<file path="src/ufb_pkg.sv">
// Constants, types and summary for the serial port support block
// Summary of operation
// - Auto flow control only when modem control bits 5 and 1 both set.
// - On CTS rising, finish current stop bit, then halt transmit.
// - Resume transmit once CTS goes low again.
// - Receive interrupt when receive FIFO level reaches trigger level.
// - Auto RTS goes high only at the next trigger level above programmed, or at FIFO full for the top level.
// - Auto RTS returns low once the receive FIFO is empty.
// - Receiver keeps accepting characters while RTS is off, until full.
// - Data ready and time-out share one level, enabled by mask bit 0.
// - No receive time-out while the receive FIFO is empty.
// - Time-out counter restarts at stop bit centre and at holding reads.
// - Time-out fires after four character times.
// - One 16-bit divisor, 1 to 65535, makes the shared 16x tick.
// - Receiver clock stays off after reset until unlock sequence.
// - Mask bit 4 enters sleep with oscillator off; clearing it leaves.
// - Sleep ends with start bit, RX or CTS change, or transmit write.
// - Woken with sleep still set, sleep again once idle.
// - Never enter sleep while an interrupt is pending.
// - Low power gates only the core clock; same wake conditions.
// - Loopback ties transmit to receive and RTS to CTS internally.
// - Divisor bytes reachable only while format bit 7 is one.
package ufb_pkg;
  localparam logic [2:0] ADDR_HOLD = 3'h0;
  localparam logic [2:0] ADDR_MASK = 3'h1;
  localparam logic [2:0] ADDR_FMT = 3'h3;
  localparam logic [2:0] ADDR_MODEM = 3'h4;
  localparam logic [2:0] ADDR_LSTATE = 3'h5;
  localparam logic [2:0] ADDR_MSTATE = 3'h6;
  localparam int MODEM_AUTO = 5;
  localparam int MODEM_LOOP = 4;
  localparam int MODEM_RTS = 1;
  localparam logic [7:0] MODEM_KEEP = 8'h32;
  localparam int MASK_RX = 0;
  localparam int MASK_SLEEP = 4;
  localparam int MASK_LP = 5;
  localparam int FMT_DLAB = 7;
  localparam int FMT_STOP = 2;
  localparam int FMT_PAR = 3;
  localparam logic [7:0] UNLOCK_FMT = 8'h00;
  localparam logic [7:0] UNLOCK_END = 8'h20;
  localparam int KEY_COUNT = 5;
  localparam logic [7:0] UNLOCK_KEY [KEY_COUNT] =
    '{8'haa, 8'hcc, 8'h33, 8'ha5, 8'hc3};
  localparam int OVERSAMPLE = 16;
  localparam int TIMEOUT_CHARS = 4;
  localparam int MIN_WORD_BITS = 5;
  localparam int LEVEL_W = 7;
  localparam logic [LEVEL_W-1:0] TRIG_LEVEL [4] =
    '{7'h01, 7'h10, 7'h20, 7'h38};
  localparam logic [LEVEL_W-1:0] FIFO_FULL = 7'h40;
  localparam int TO_W = 10;
  typedef enum logic [1:0] {
    UNL_LOCKED = 2'b01,
    UNL_OPEN = 2'b10
  } ufb_unl_type;
  typedef enum logic [1:0] {
    PWR_RUN = 2'b01,
    PWR_DOZE = 2'b10
  } ufb_pwr_type;
  typedef struct packed {
    logic wr;
    logic rd;
    logic [2:0] addr;
    logic [7:0] data;
  } ufb_host_type;
  typedef struct packed {
    logic valid;
    logic [7:0] data;
  } ufb_char_type;
endpackage

</file>
<file path="src/ufb_support.sv">
// Flow control, time-out, baud, unlock, power and loopback logic
`timescale 1ns/1ps
module ufb_support (
  input wire logic clock,
  input wire logic resetn,
  input wire ufb_pkg::ufb_host_type host,
  input wire logic [1:0] fifo_trigger,
  input wire logic [ufb_pkg::LEVEL_W-1:0] rx_level,
  input wire logic rx_pin,
  input wire logic cts_n_pin,
  input wire logic core_tx,
  input wire logic tx_busy,
  input wire logic tx_stop_done,
  input wire logic tx_fifo_empty,
  input wire logic rx_stop_center,
  input wire logic other_irq,
  input wire ufb_pkg::ufb_char_type rx_in,
  input wire logic rx_out_ready,
  output logic rx_in_ready,
  output ufb_pkg::ufb_char_type rx_out,
  output logic tx_pin,
  output logic rts_n_pin,
  output logic core_rx,
  output logic core_cts_n,
  output logic tx_go,
  output logic baud_tick,
  output logic rx_clk_en,
  output logic rx_irq,
  output logic timeout_irq,
  output logic osc_en,
  output logic core_clk_en,
  output logic [7:0] line_format_reg
);
  import ufb_pkg::*;

  typedef struct packed {
    logic rx_m, rx_q, rx_d;
    logic cts_m, cts_q, cts_d;
    logic [7:0] fmt, modem_ctl, irq_mask, div_lo, div_hi;
    logic [15:0] baud_cnt;
    logic baud_tick;
    logic [TO_W-1:0] to_cnt;
    logic timeout_irq, rx_irq;
    logic rts_n, tx_go, tx_pin, core_rx, core_cts_n;
    logic osc_en, core_clk_en, rx_clk_en;
    ufb_unl_type unl;
    logic [2:0] key_idx;
    ufb_pwr_type pwr;
    logic [7:0] buf0, buf1;
    logic [1:0] buf_n;
    logic in_ready, out_valid;
  } ufb_state_type;

  ufb_state_type s, next_s;

  // Span of four characters in 16x ticks, framing bits included
  function automatic logic [TO_W-1:0] char_span(input logic [7:0] f);
    logic [3:0] bits;
    bits = 4'(1 + MIN_WORD_BITS) + {2'h0, f[1:0]} + {3'h0, f[FMT_PAR]}
      + (f[FMT_STOP] ? 4'h2 : 4'h1);
    return TO_W'(TIMEOUT_CHARS * OVERSAMPLE) * TO_W'(bits);
  endfunction

  logic dlab, thr_wr, hold_rd, auto_fc, loop, run, idle, pend, wake;
  logic push, pop;
  logic [15:0] divisor;
  logic [LEVEL_W-1:0] trig, trig_next;

  always_comb begin
    next_s = s;
    dlab = s.fmt[FMT_DLAB];
    divisor = {s.div_hi, s.div_lo};
    thr_wr = host.wr && host.addr == ADDR_HOLD && !dlab;
    hold_rd = host.rd && host.addr == ADDR_HOLD && !dlab;
    auto_fc = s.modem_ctl[MODEM_AUTO] && s.modem_ctl[MODEM_RTS];
    loop = s.modem_ctl[MODEM_LOOP];
    run = s.core_clk_en;
    trig = TRIG_LEVEL[fifo_trigger];
    trig_next = fifo_trigger == 2'h3 ? FIFO_FULL
      : TRIG_LEVEL[2'(fifo_trigger + 2'h1)];
    next_s.rx_m = rx_pin;
    next_s.rx_q = s.rx_m;
    next_s.rx_d = s.rx_q;
    next_s.cts_m = cts_n_pin;
    next_s.cts_q = s.cts_m;
    next_s.cts_d = s.cts_q;

    if (host.wr) begin
      unique case (host.addr)
        ADDR_HOLD: begin
          if (dlab) begin
            next_s.div_lo = host.data;
          end
        end
        ADDR_MASK: begin
          if (dlab) begin
            next_s.div_hi = host.data;
          end else begin
            next_s.irq_mask = host.data;
          end
        end
        ADDR_FMT: next_s.fmt = host.data;
        ADDR_MODEM: next_s.modem_ctl = host.data & MODEM_KEEP;
        default: ;
      endcase
    end

    // Unlock key walk; any wrong write starts the walk over
    unique case (s.unl)
      UNL_LOCKED: begin
        if (host.wr) begin
          next_s.key_idx = 3'h0;
          if (host.addr == ADDR_FMT && host.data == UNLOCK_FMT) begin
            next_s.key_idx = 3'h1;
          end else if (s.key_idx != 3'h0 && s.key_idx <= 3'(KEY_COUNT)
              && host.addr == ADDR_MSTATE
              && host.data == UNLOCK_KEY[s.key_idx - 3'h1]) begin
            next_s.key_idx = s.key_idx + 3'h1;
          end else if (s.key_idx == 3'(KEY_COUNT + 1)
              && host.addr == ADDR_LSTATE && host.data == UNLOCK_END) begin
            next_s.unl = UNL_OPEN;
          end
        end
      end
      UNL_OPEN: ;
    endcase
    next_s.rx_clk_en = next_s.unl == UNL_OPEN && next_s.core_clk_en;

    // Shared 16x tick; held frozen while the core clock is gated
    next_s.baud_tick = 1'b0;
    if (run && divisor != 16'h0000) begin
      if (s.baud_cnt >= divisor - 16'h0001) begin
        next_s.baud_cnt = 16'h0000;
        next_s.baud_tick = 1'b1;
      end else begin
        next_s.baud_cnt = s.baud_cnt + 16'h0001;
      end
    end

    // Loopback: pin TX parked at mark, RX and CTS fed internally
    next_s.tx_pin = loop ? 1'b1 : core_tx;
    next_s.core_rx = loop ? core_tx : s.rx_q;
    next_s.core_cts_n = loop ? s.rts_n : s.cts_q;

    // CTS halt waits for the stop bit of the character in flight
    if (!auto_fc || !s.core_cts_n) begin
      next_s.tx_go = 1'b1;
    end else if (!tx_busy || tx_stop_done) begin
      next_s.tx_go = 1'b0;
    end

    if (!auto_fc) begin
      next_s.rts_n = ~s.modem_ctl[MODEM_RTS];
    end else if (rx_level >= trig_next) begin
      next_s.rts_n = 1'b1;
    end else if (rx_level == '0) begin
      next_s.rts_n = 1'b0;
    end

    next_s.rx_irq = s.irq_mask[MASK_RX] && rx_level >= trig;

    if (rx_level == '0) begin
      next_s.to_cnt = '0;
      next_s.timeout_irq = 1'b0;
    end else if (rx_stop_center || hold_rd) begin
      next_s.to_cnt = '0;
      next_s.timeout_irq = 1'b0;
    end else if (s.baud_tick && s.to_cnt != char_span(s.fmt)) begin
      next_s.to_cnt = s.to_cnt + 1'b1;
    end
    if (s.irq_mask[MASK_RX] && rx_level != '0
        && s.to_cnt == char_span(s.fmt)) begin
      next_s.timeout_irq = 1'b1;
    end
    if (!s.irq_mask[MASK_RX]) begin
      next_s.timeout_irq = 1'b0;
    end

    // Two-entry buffer; ready drops only when both slots hold a word
    push = rx_in.valid && s.in_ready;
    pop = s.out_valid && rx_out_ready;
    unique case ({push, pop})
      2'b10: begin
        if (s.buf_n == 2'h0) begin
          next_s.buf0 = rx_in.data;
        end else begin
          next_s.buf1 = rx_in.data;
        end
        next_s.buf_n = s.buf_n + 2'h1;
      end
      2'b01: begin
        next_s.buf0 = s.buf1;
        next_s.buf_n = s.buf_n - 2'h1;
      end
      2'b11: begin
        if (s.buf_n == 2'h1) begin
          next_s.buf0 = rx_in.data;
        end else begin
          next_s.buf0 = s.buf1;
          next_s.buf1 = rx_in.data;
        end
      end
      default: ;
    endcase
    next_s.in_ready = next_s.buf_n != 2'h2;
    next_s.out_valid = next_s.buf_n != 2'h0;

    // Power: registers and FIFOs simply hold while clocks are gated
    pend = s.rx_irq || s.timeout_irq || other_irq;
    idle = tx_fifo_empty && !tx_busy && rx_level == '0 && s.buf_n == 2'h0;
    wake = !s.rx_q || s.rx_q != s.rx_d || s.cts_q != s.cts_d || thr_wr;
    unique case (s.pwr)
      PWR_RUN: begin
        if ((s.irq_mask[MASK_SLEEP] || s.irq_mask[MASK_LP]) && !pend && idle
            && !wake) begin
          next_s.pwr = PWR_DOZE;
        end
      end
      PWR_DOZE: begin
        if (wake || !(next_s.irq_mask[MASK_SLEEP]
            || next_s.irq_mask[MASK_LP])) begin
          next_s.pwr = PWR_RUN;
        end
      end
    endcase
    next_s.core_clk_en = next_s.pwr == PWR_RUN;
    next_s.osc_en = !(next_s.pwr == PWR_DOZE
      && next_s.irq_mask[MASK_SLEEP]);
  end

  always_ff @(posedge clock or negedge resetn) begin
    if (!resetn) begin
      s <= '0;
      s.rx_m <= 1'b1;
      s.rx_q <= 1'b1;
      s.rx_d <= 1'b1;
      s.cts_m <= 1'b1;
      s.cts_q <= 1'b1;
      s.cts_d <= 1'b1;
      s.rts_n <= 1'b1;
      s.tx_go <= 1'b1;
      s.tx_pin <= 1'b1;
      s.core_rx <= 1'b1;
      s.core_cts_n <= 1'b1;
      s.osc_en <= 1'b1;
      s.core_clk_en <= 1'b1;
      s.unl <= UNL_LOCKED;
      s.pwr <= PWR_RUN;
      s.in_ready <= 1'b1;
    end else begin
      s <= next_s;
    end
  end

  assign rx_in_ready = s.in_ready;
  assign rx_out = '{valid: s.out_valid, data: s.buf0};
  assign tx_pin = s.tx_pin;
  assign rts_n_pin = s.rts_n;
  assign core_rx = s.core_rx;
  assign core_cts_n = s.core_cts_n;
  assign tx_go = s.tx_go;
  assign baud_tick = s.baud_tick;
  assign rx_clk_en = s.rx_clk_en;
  assign rx_irq = s.rx_irq;
  assign timeout_irq = s.timeout_irq;
  assign osc_en = s.osc_en;
  assign core_clk_en = s.core_clk_en;
  assign line_format_reg = s.fmt;
endmodule // ufb_support

</file>
<file path="config.mk">
export PLATFORM = sky130hd
export DESIGN_NAME = ufb_support
export DESIGN_NICKNAME = d
export VERILOG_FILES = /design/src/ufb_pkg.sv /design/src/ufb_support.sv
export SDC_FILE = /design/constraint.sdc
export NUM_CORES = 1
export LEC_CHECK = 0
export BUFFER_PORTS_ARGS = -buffer_cell sky130_fd_sc_hd__buf_2
export CAP_MARGIN = 20
export CORE_ASPECT_RATIO = 1.1
export CORE_MARGIN = 2
export CORE_UTILIZATION = 63
export CTS_BUF_LIST = sky130_fd_sc_hd__clkbuf_4 sky130_fd_sc_hd__clkbuf_8 sky130_fd_sc_hd__clkbuf_16
export DETAILED_ROUTE_END_ITERATION = 6
export PLACE_DENSITY = 0.86
export SLEW_MARGIN = 10
export SYNTH_ARGS = -nofsm -noshare
export SYNTH_HDL_FRONTEND = slang
export SYNTH_SLANG_ARGS = --single-unit
</file>
<file path="constraint.sdc">
create_clock -name clock -period 5.4 [get_ports clock]
set_clock_uncertainty 0.05 [all_clocks]
set_input_delay 0.27 -clock clock [delete_from_list [all_inputs] [get_ports clock]]
set_output_delay 0.27 -clock clock [all_outputs]
set_load 0.05 [all_outputs]
</file>
* After elaboration in Yosys (flattened, before gate mapping)
Memory sizes are Yosys's and may differ from the RTL's.
Index checks and enable logic that the tools add are counted.
** Word-level totals
- Input port bits :: 42
- Memories kept :: 1
- Bits in read-only memories :: 64
- Output and inout bits :: 29
- Register bits after elaboration :: 103
** Operators by class
- Order comparisons :: 7
- Eq/ne operators :: 29
- Bitwise logic cells :: 5
- Reductions and logical operators :: 66
- Multiplexer cells :: 51
- $add $sub $neg :: 11
** Memory list
- (name not given) :: depth 8, bits a word 8, rd ports 1, clocked after Yosys merged registers in 0, write ports 0, line ufb_support.sv:117 : && host.data == UNLOCK_KEY[s.key_idx - 3'h1]) begin
** Operators by type and width (number)
- two-way mux 8 bit :: 10
- two-way mux 7 bit :: 5
- binary-select mux 7 bit (select 2 bit) :: 2
- logical AND 1 bit :: 26
- one-hot mux 8 bit (3 select lines) :: 1
- two-way mux 22 bit :: 1
- two-way mux 10 bit :: 2
- adder 16 x 1 -> 16 bit, second input constant :: 1
- greater-or-equal comparator 16 bit :: 1
- two-way mux 16 bit :: 1
- one-hot mux 8 bit (2 select lines) :: 1
- nonzero test 16 bit :: 1
- subtractor 16 x 1 -> 16 bit, second input constant :: 1
- greater-or-equal comparator 7 bit :: 2
- two-way mux 1 bit :: 13
- == test 2 bit, second input constant :: 6
- == test 3 bit, second input constant :: 4
- two-way mux 2 bit :: 6
- two-way mux 6 bit :: 2
- AND reduction 3 bit :: 4
- logical OR 1 bit :: 11
- two-way mux 11 bit :: 1
- adder 10 x 1 -> 10 bit, second input constant :: 1
- == test 10 bit :: 1
- other kinds (35) :: 65

* Longest topological paths before layout
- Depth after elaboration :: 13
- Mapped depth :: 14
- Mapped depth without buffers :: 13

* Least setup slack after synthesis
No wires, ideal clock.
- Path kind :: register to register
- Start point :: reg s, in the netlist divisor[5]
- End point :: reg s[48] (netlist bit)
- Setup time :: 125 ps
- Period minus slack after synthesis :: 3282 ps
- Path buffers :: 1
- Stages on the path, launching flop included :: 15
- Data arrival time :: 3107 ps
- Slack :: 2118 ps
- Data required time :: 5225 ps
- Cell sequence :: dfrtp_1 nor4_4 nand2b_1 nor3_2 nand2_1 or3_1 xor2_1 ha_1 nand2_1 nor3_1 and4bb_4 a211oi_4 nor2b_1 buf_4 mux2_2
** On the way
- Cells in the longest elaborated chain, start to end :: 3
** Ends and longest elaborated chain
- start, declared :: line ufb_support.sv:54 : ufb_state_type s, next_s;
- start signal, assigned :: line ufb_support.sv:251 : s <= next_s;
- subtractor 16 x 1 -> 16 bit :: line ufb_support.sv:132 : if (s.baud_cnt >= divisor - 16'h0001) begin
- greater-or-equal comparator 16 bit :: line ufb_support.sv:132
- two-way mux 16 bit :: line ufb_support.sv:132
Parallel ways exist; a longest one is shown, timed or not.
A chain may end at the register's enable or synchronous reset.

* Worst setup path after layout
Same ends and word-level chain as after synthesis.

==> metrics.yaml <==
root_buffer: "clkbuf_8"
cp_num_buf_inv: 0
syn_nets: 635
clock_latency_ns: 0.39
seq_area_frac_synth: 0.438
synth_area_um2: 5760
clock_sinks: 100
ys_types: 63
ant_nets: 0
n_antenna_cell: 0
viasPerCell: 5.95
htreeDepth: 3
max_slew_margin: 0.432
rsz0062_at_grt: "no"
grt_max_degree: 70
crit_slowest_cell: "nor2b_1"
drtPass1Iterations: 4
crit_required_ns: 5.68
synthArstFlopShare: 1.00
nFillCells: 623
cts_buffers: 9
final_nets: 694
path_common_cell: "nand2_1"
synth_compound_gate_area_share: 0.105
rows: 36
io_buffers: 70
worstPathMaxFanout: 13
synth_top_family_by_area: "simple AND/OR/NAND/NOR gates"
synth_top_flop_cell: "dfrtp_1"
worstSetupStartpointType: "flop"
yosys-top-cells-area: "dfrtp_1, ha_1, mux2_2"
synth-simple-area-share: 0.163
finalMaxSlewViolations: 0
fp.dieH_um: 104
initial_core_util: 0.649
drtIter0Drc: 208
power_density_nw_per_um2: 421
synthAdderAreaFrac: 0.101
hold_path_class: "in2reg"
die_w_um: 95.2
clock.fmax_mhz: 251
muxShareOfSynthArea: 0.0871
place.gp.congestion: 0.867
dp_hpwl_um: 9140
postCtsSetupRepairBufs: 0
yosys_register_bits: 100
cts_tree: "built"
critical_path_class: "reg2reg"
drv_cap: 0
grt_pass1_wl_um: 20700
drive_above_1_share: 0.255
clk_pin_slew_ns: 0.10
grt_pass1_vias: 4354
ios: 71
end_kind: "flop"
ir_worst_vdd_v: 0.000284
finalCriticalPeriod_ns: 3.99
synth_edf_count: 0
worstPathArrival_ns: 4.26
clk_path_buf_depth: 2
wl_per_cell_um: 16.8
setup_viol: 0
holdWs_ns: 0.0344
fin_crit_sh: 0.738
totalWireLength_um: 12200
largest_reg_flops: 50
globalRouteOverflowTotal: 0
via_count: 4314
dieArea_um2: 9920
synth-xor-area-share: 0.0530
worstMarginPinSlew_ns: 0.851
grt_antenna_before_repair: 0
synth.top_cell.area_share: 0.365
path_cells: "nor4_4 -> nand2b_1 -> nor3_2 -> nand2_1 -> or3_1 -> xor2_1 -> ha_1 -> nand2_1 -> nor3_1 -> and4bb_4 -> a211oi_4 -> nor2b_1 -> mux2_2"
route.detailed.drc: 0
top_register: "s"
critPathTopFamily: "simple AND/OR/NAND/NOR gates"
syn_avg_cell_area_um2: 10.5
yosys_warnings: 0
netlist_instances: 547
hold_viol_final: 0
grt_util_all_layers: 0.266
p_leak_uw: 0.00296
fin_tns_setup_ns: 0
yosysTopAreaCell: "dfrtp_1"
slowest_delay_ns: 0.59
syn2layout_area_growth_pct: 10.2
status: "completed"
core_um2: 8870
==> routing by layer <==
metal  up-vias  GRT usage  wire, um
li1       2039          -         -
met1      2123      0.324      5030
met2       120      0.447      6280
met3        32     0.0601       542
met4         0      0.113       326
met5         -          0         0
==> cells by family after synthesis <==
kind of cell	count (synthesis)
adder cells (fa/ha/maj)	46
AO/OA/AOI/OAI	87
AND/OR/NAND/NOR	176
multiplexers	45
buffers and inverters	59
flip-flops	100
XOR/XNOR	34
==> final timing paths <==
kind / from / to / slack, ns / cells after the start
worst min-delay path: core_tx / tx_pin / 0.03 / 2
worst min register to register: next_s[108] / next_s[107] / 0.31 / 0
worst max register to register: divisor[5] / s[48] / 1.41 / 13
worst max-delay path: divisor[5] / s[48] / 1.41 / 13
min in group asynchronous: resetn / s[52] / 0.30 / 2
max in group asynchronous: resetn / rx_out[6] / 3.81 / 3
==> placed cells by master (no fill, tap or decap), types with 5 or more instances in the layout <==
| master | n |
|---|---|
| buf_2 | 69 |
| clkbuf_8 | 9 |
| nor2_1 | 39 |
| nand4_1 | 12 |
| dfstp_2 | 16 |
| ha_1 | 45 |
| dfrtp_1 | 84 |
| xnor2_1 | 17 |
| o21ai_0 | 23 |
| nand2_1 | 44 |
| nand3_1 | 14 |
| a22oi_1 | 8 |
| or3_1 | 5 |
| nand2b_1 | 10 |
| a22o_1 | 10 |
| nor3_1 | 11 |
| inv_1 | 33 |
| a21o_1 | 11 |
| nor2b_1 | 6 |
| mux2_2 | 41 |
| a21oi_1 | 14 |
| xor2_1 | 16 |
| nor4_1 | 8 |
==> cell usage after synthesis (all sizes together), types with 2 or more instances <==
library cell,count
dfrtp,84
ha,45
nand2,44
mux2,41
nor2,39
inv,33
o21ai,23
buf,22
xnor2,17
xor2,17
dfstp,16
a21oi,14
nand3,14
nand4,12
nor3,12
a21o,11
a22o,10
nand2b,10
nor4,10
a22oi,8
nor2b,6
or3,5
clkbuf,4
mux2i,4
a2111oi,3
nand4b,3
nor4b,3
o21a,3
or2,3
a31oi,2
and2b,2
and3,2
nand3b,2
nor3b,2
o211ai,2
o21bai,2
==> cell type report <==
type | count | area (um^2) | share of cell area
clock inverter | 7 | 108 | 0.0170
clock buffer | 9 | 124 | 0.0195
inverter | 33 | 124 | 0.0195
tap | 114 | 143 | 0.0225
sequential | 100 | 2520 | 0.398
multi-input combinational | 388 | 2930 | 0.462
timing repair buffer | 74 | 390 | 0.0615
==> what timing repair did <==
| action | CTS | global route |
|---|---|---|
| resized for setup | 0 | 0 |
| hold endpoints to repair | 21 | 0 |
| hold buffers | 3 | 0 |
==> stage by stage <==
stage	util	cells	power, uW	setup WS, ns	instance area [um^2]
2_1_floorplan	-	547	1920	2.12	5760
3_3_place_gp	0.686	706	2060	1.64	6080
3_5_place_dp	0.686	706	2120	1.45	6080
4_1_cts	0.715	725	2680	1.42	6340
5_1_grt	0.715	725	2850	1.01	6340
6_report	0.715	725	2670	1.41	6340
==> report_power, final <==
| part | switching, uW | internal (uW) | total, uW |
|---|---|---|---|
| clock | 290 | 270 | 560 |
| sequential | 157 | 936 | 1090 |
| combinational | 615 | 402 | 1020 |
| total | 1060 | 1610 | 2670 |
(Power assumes the default switching activity.)
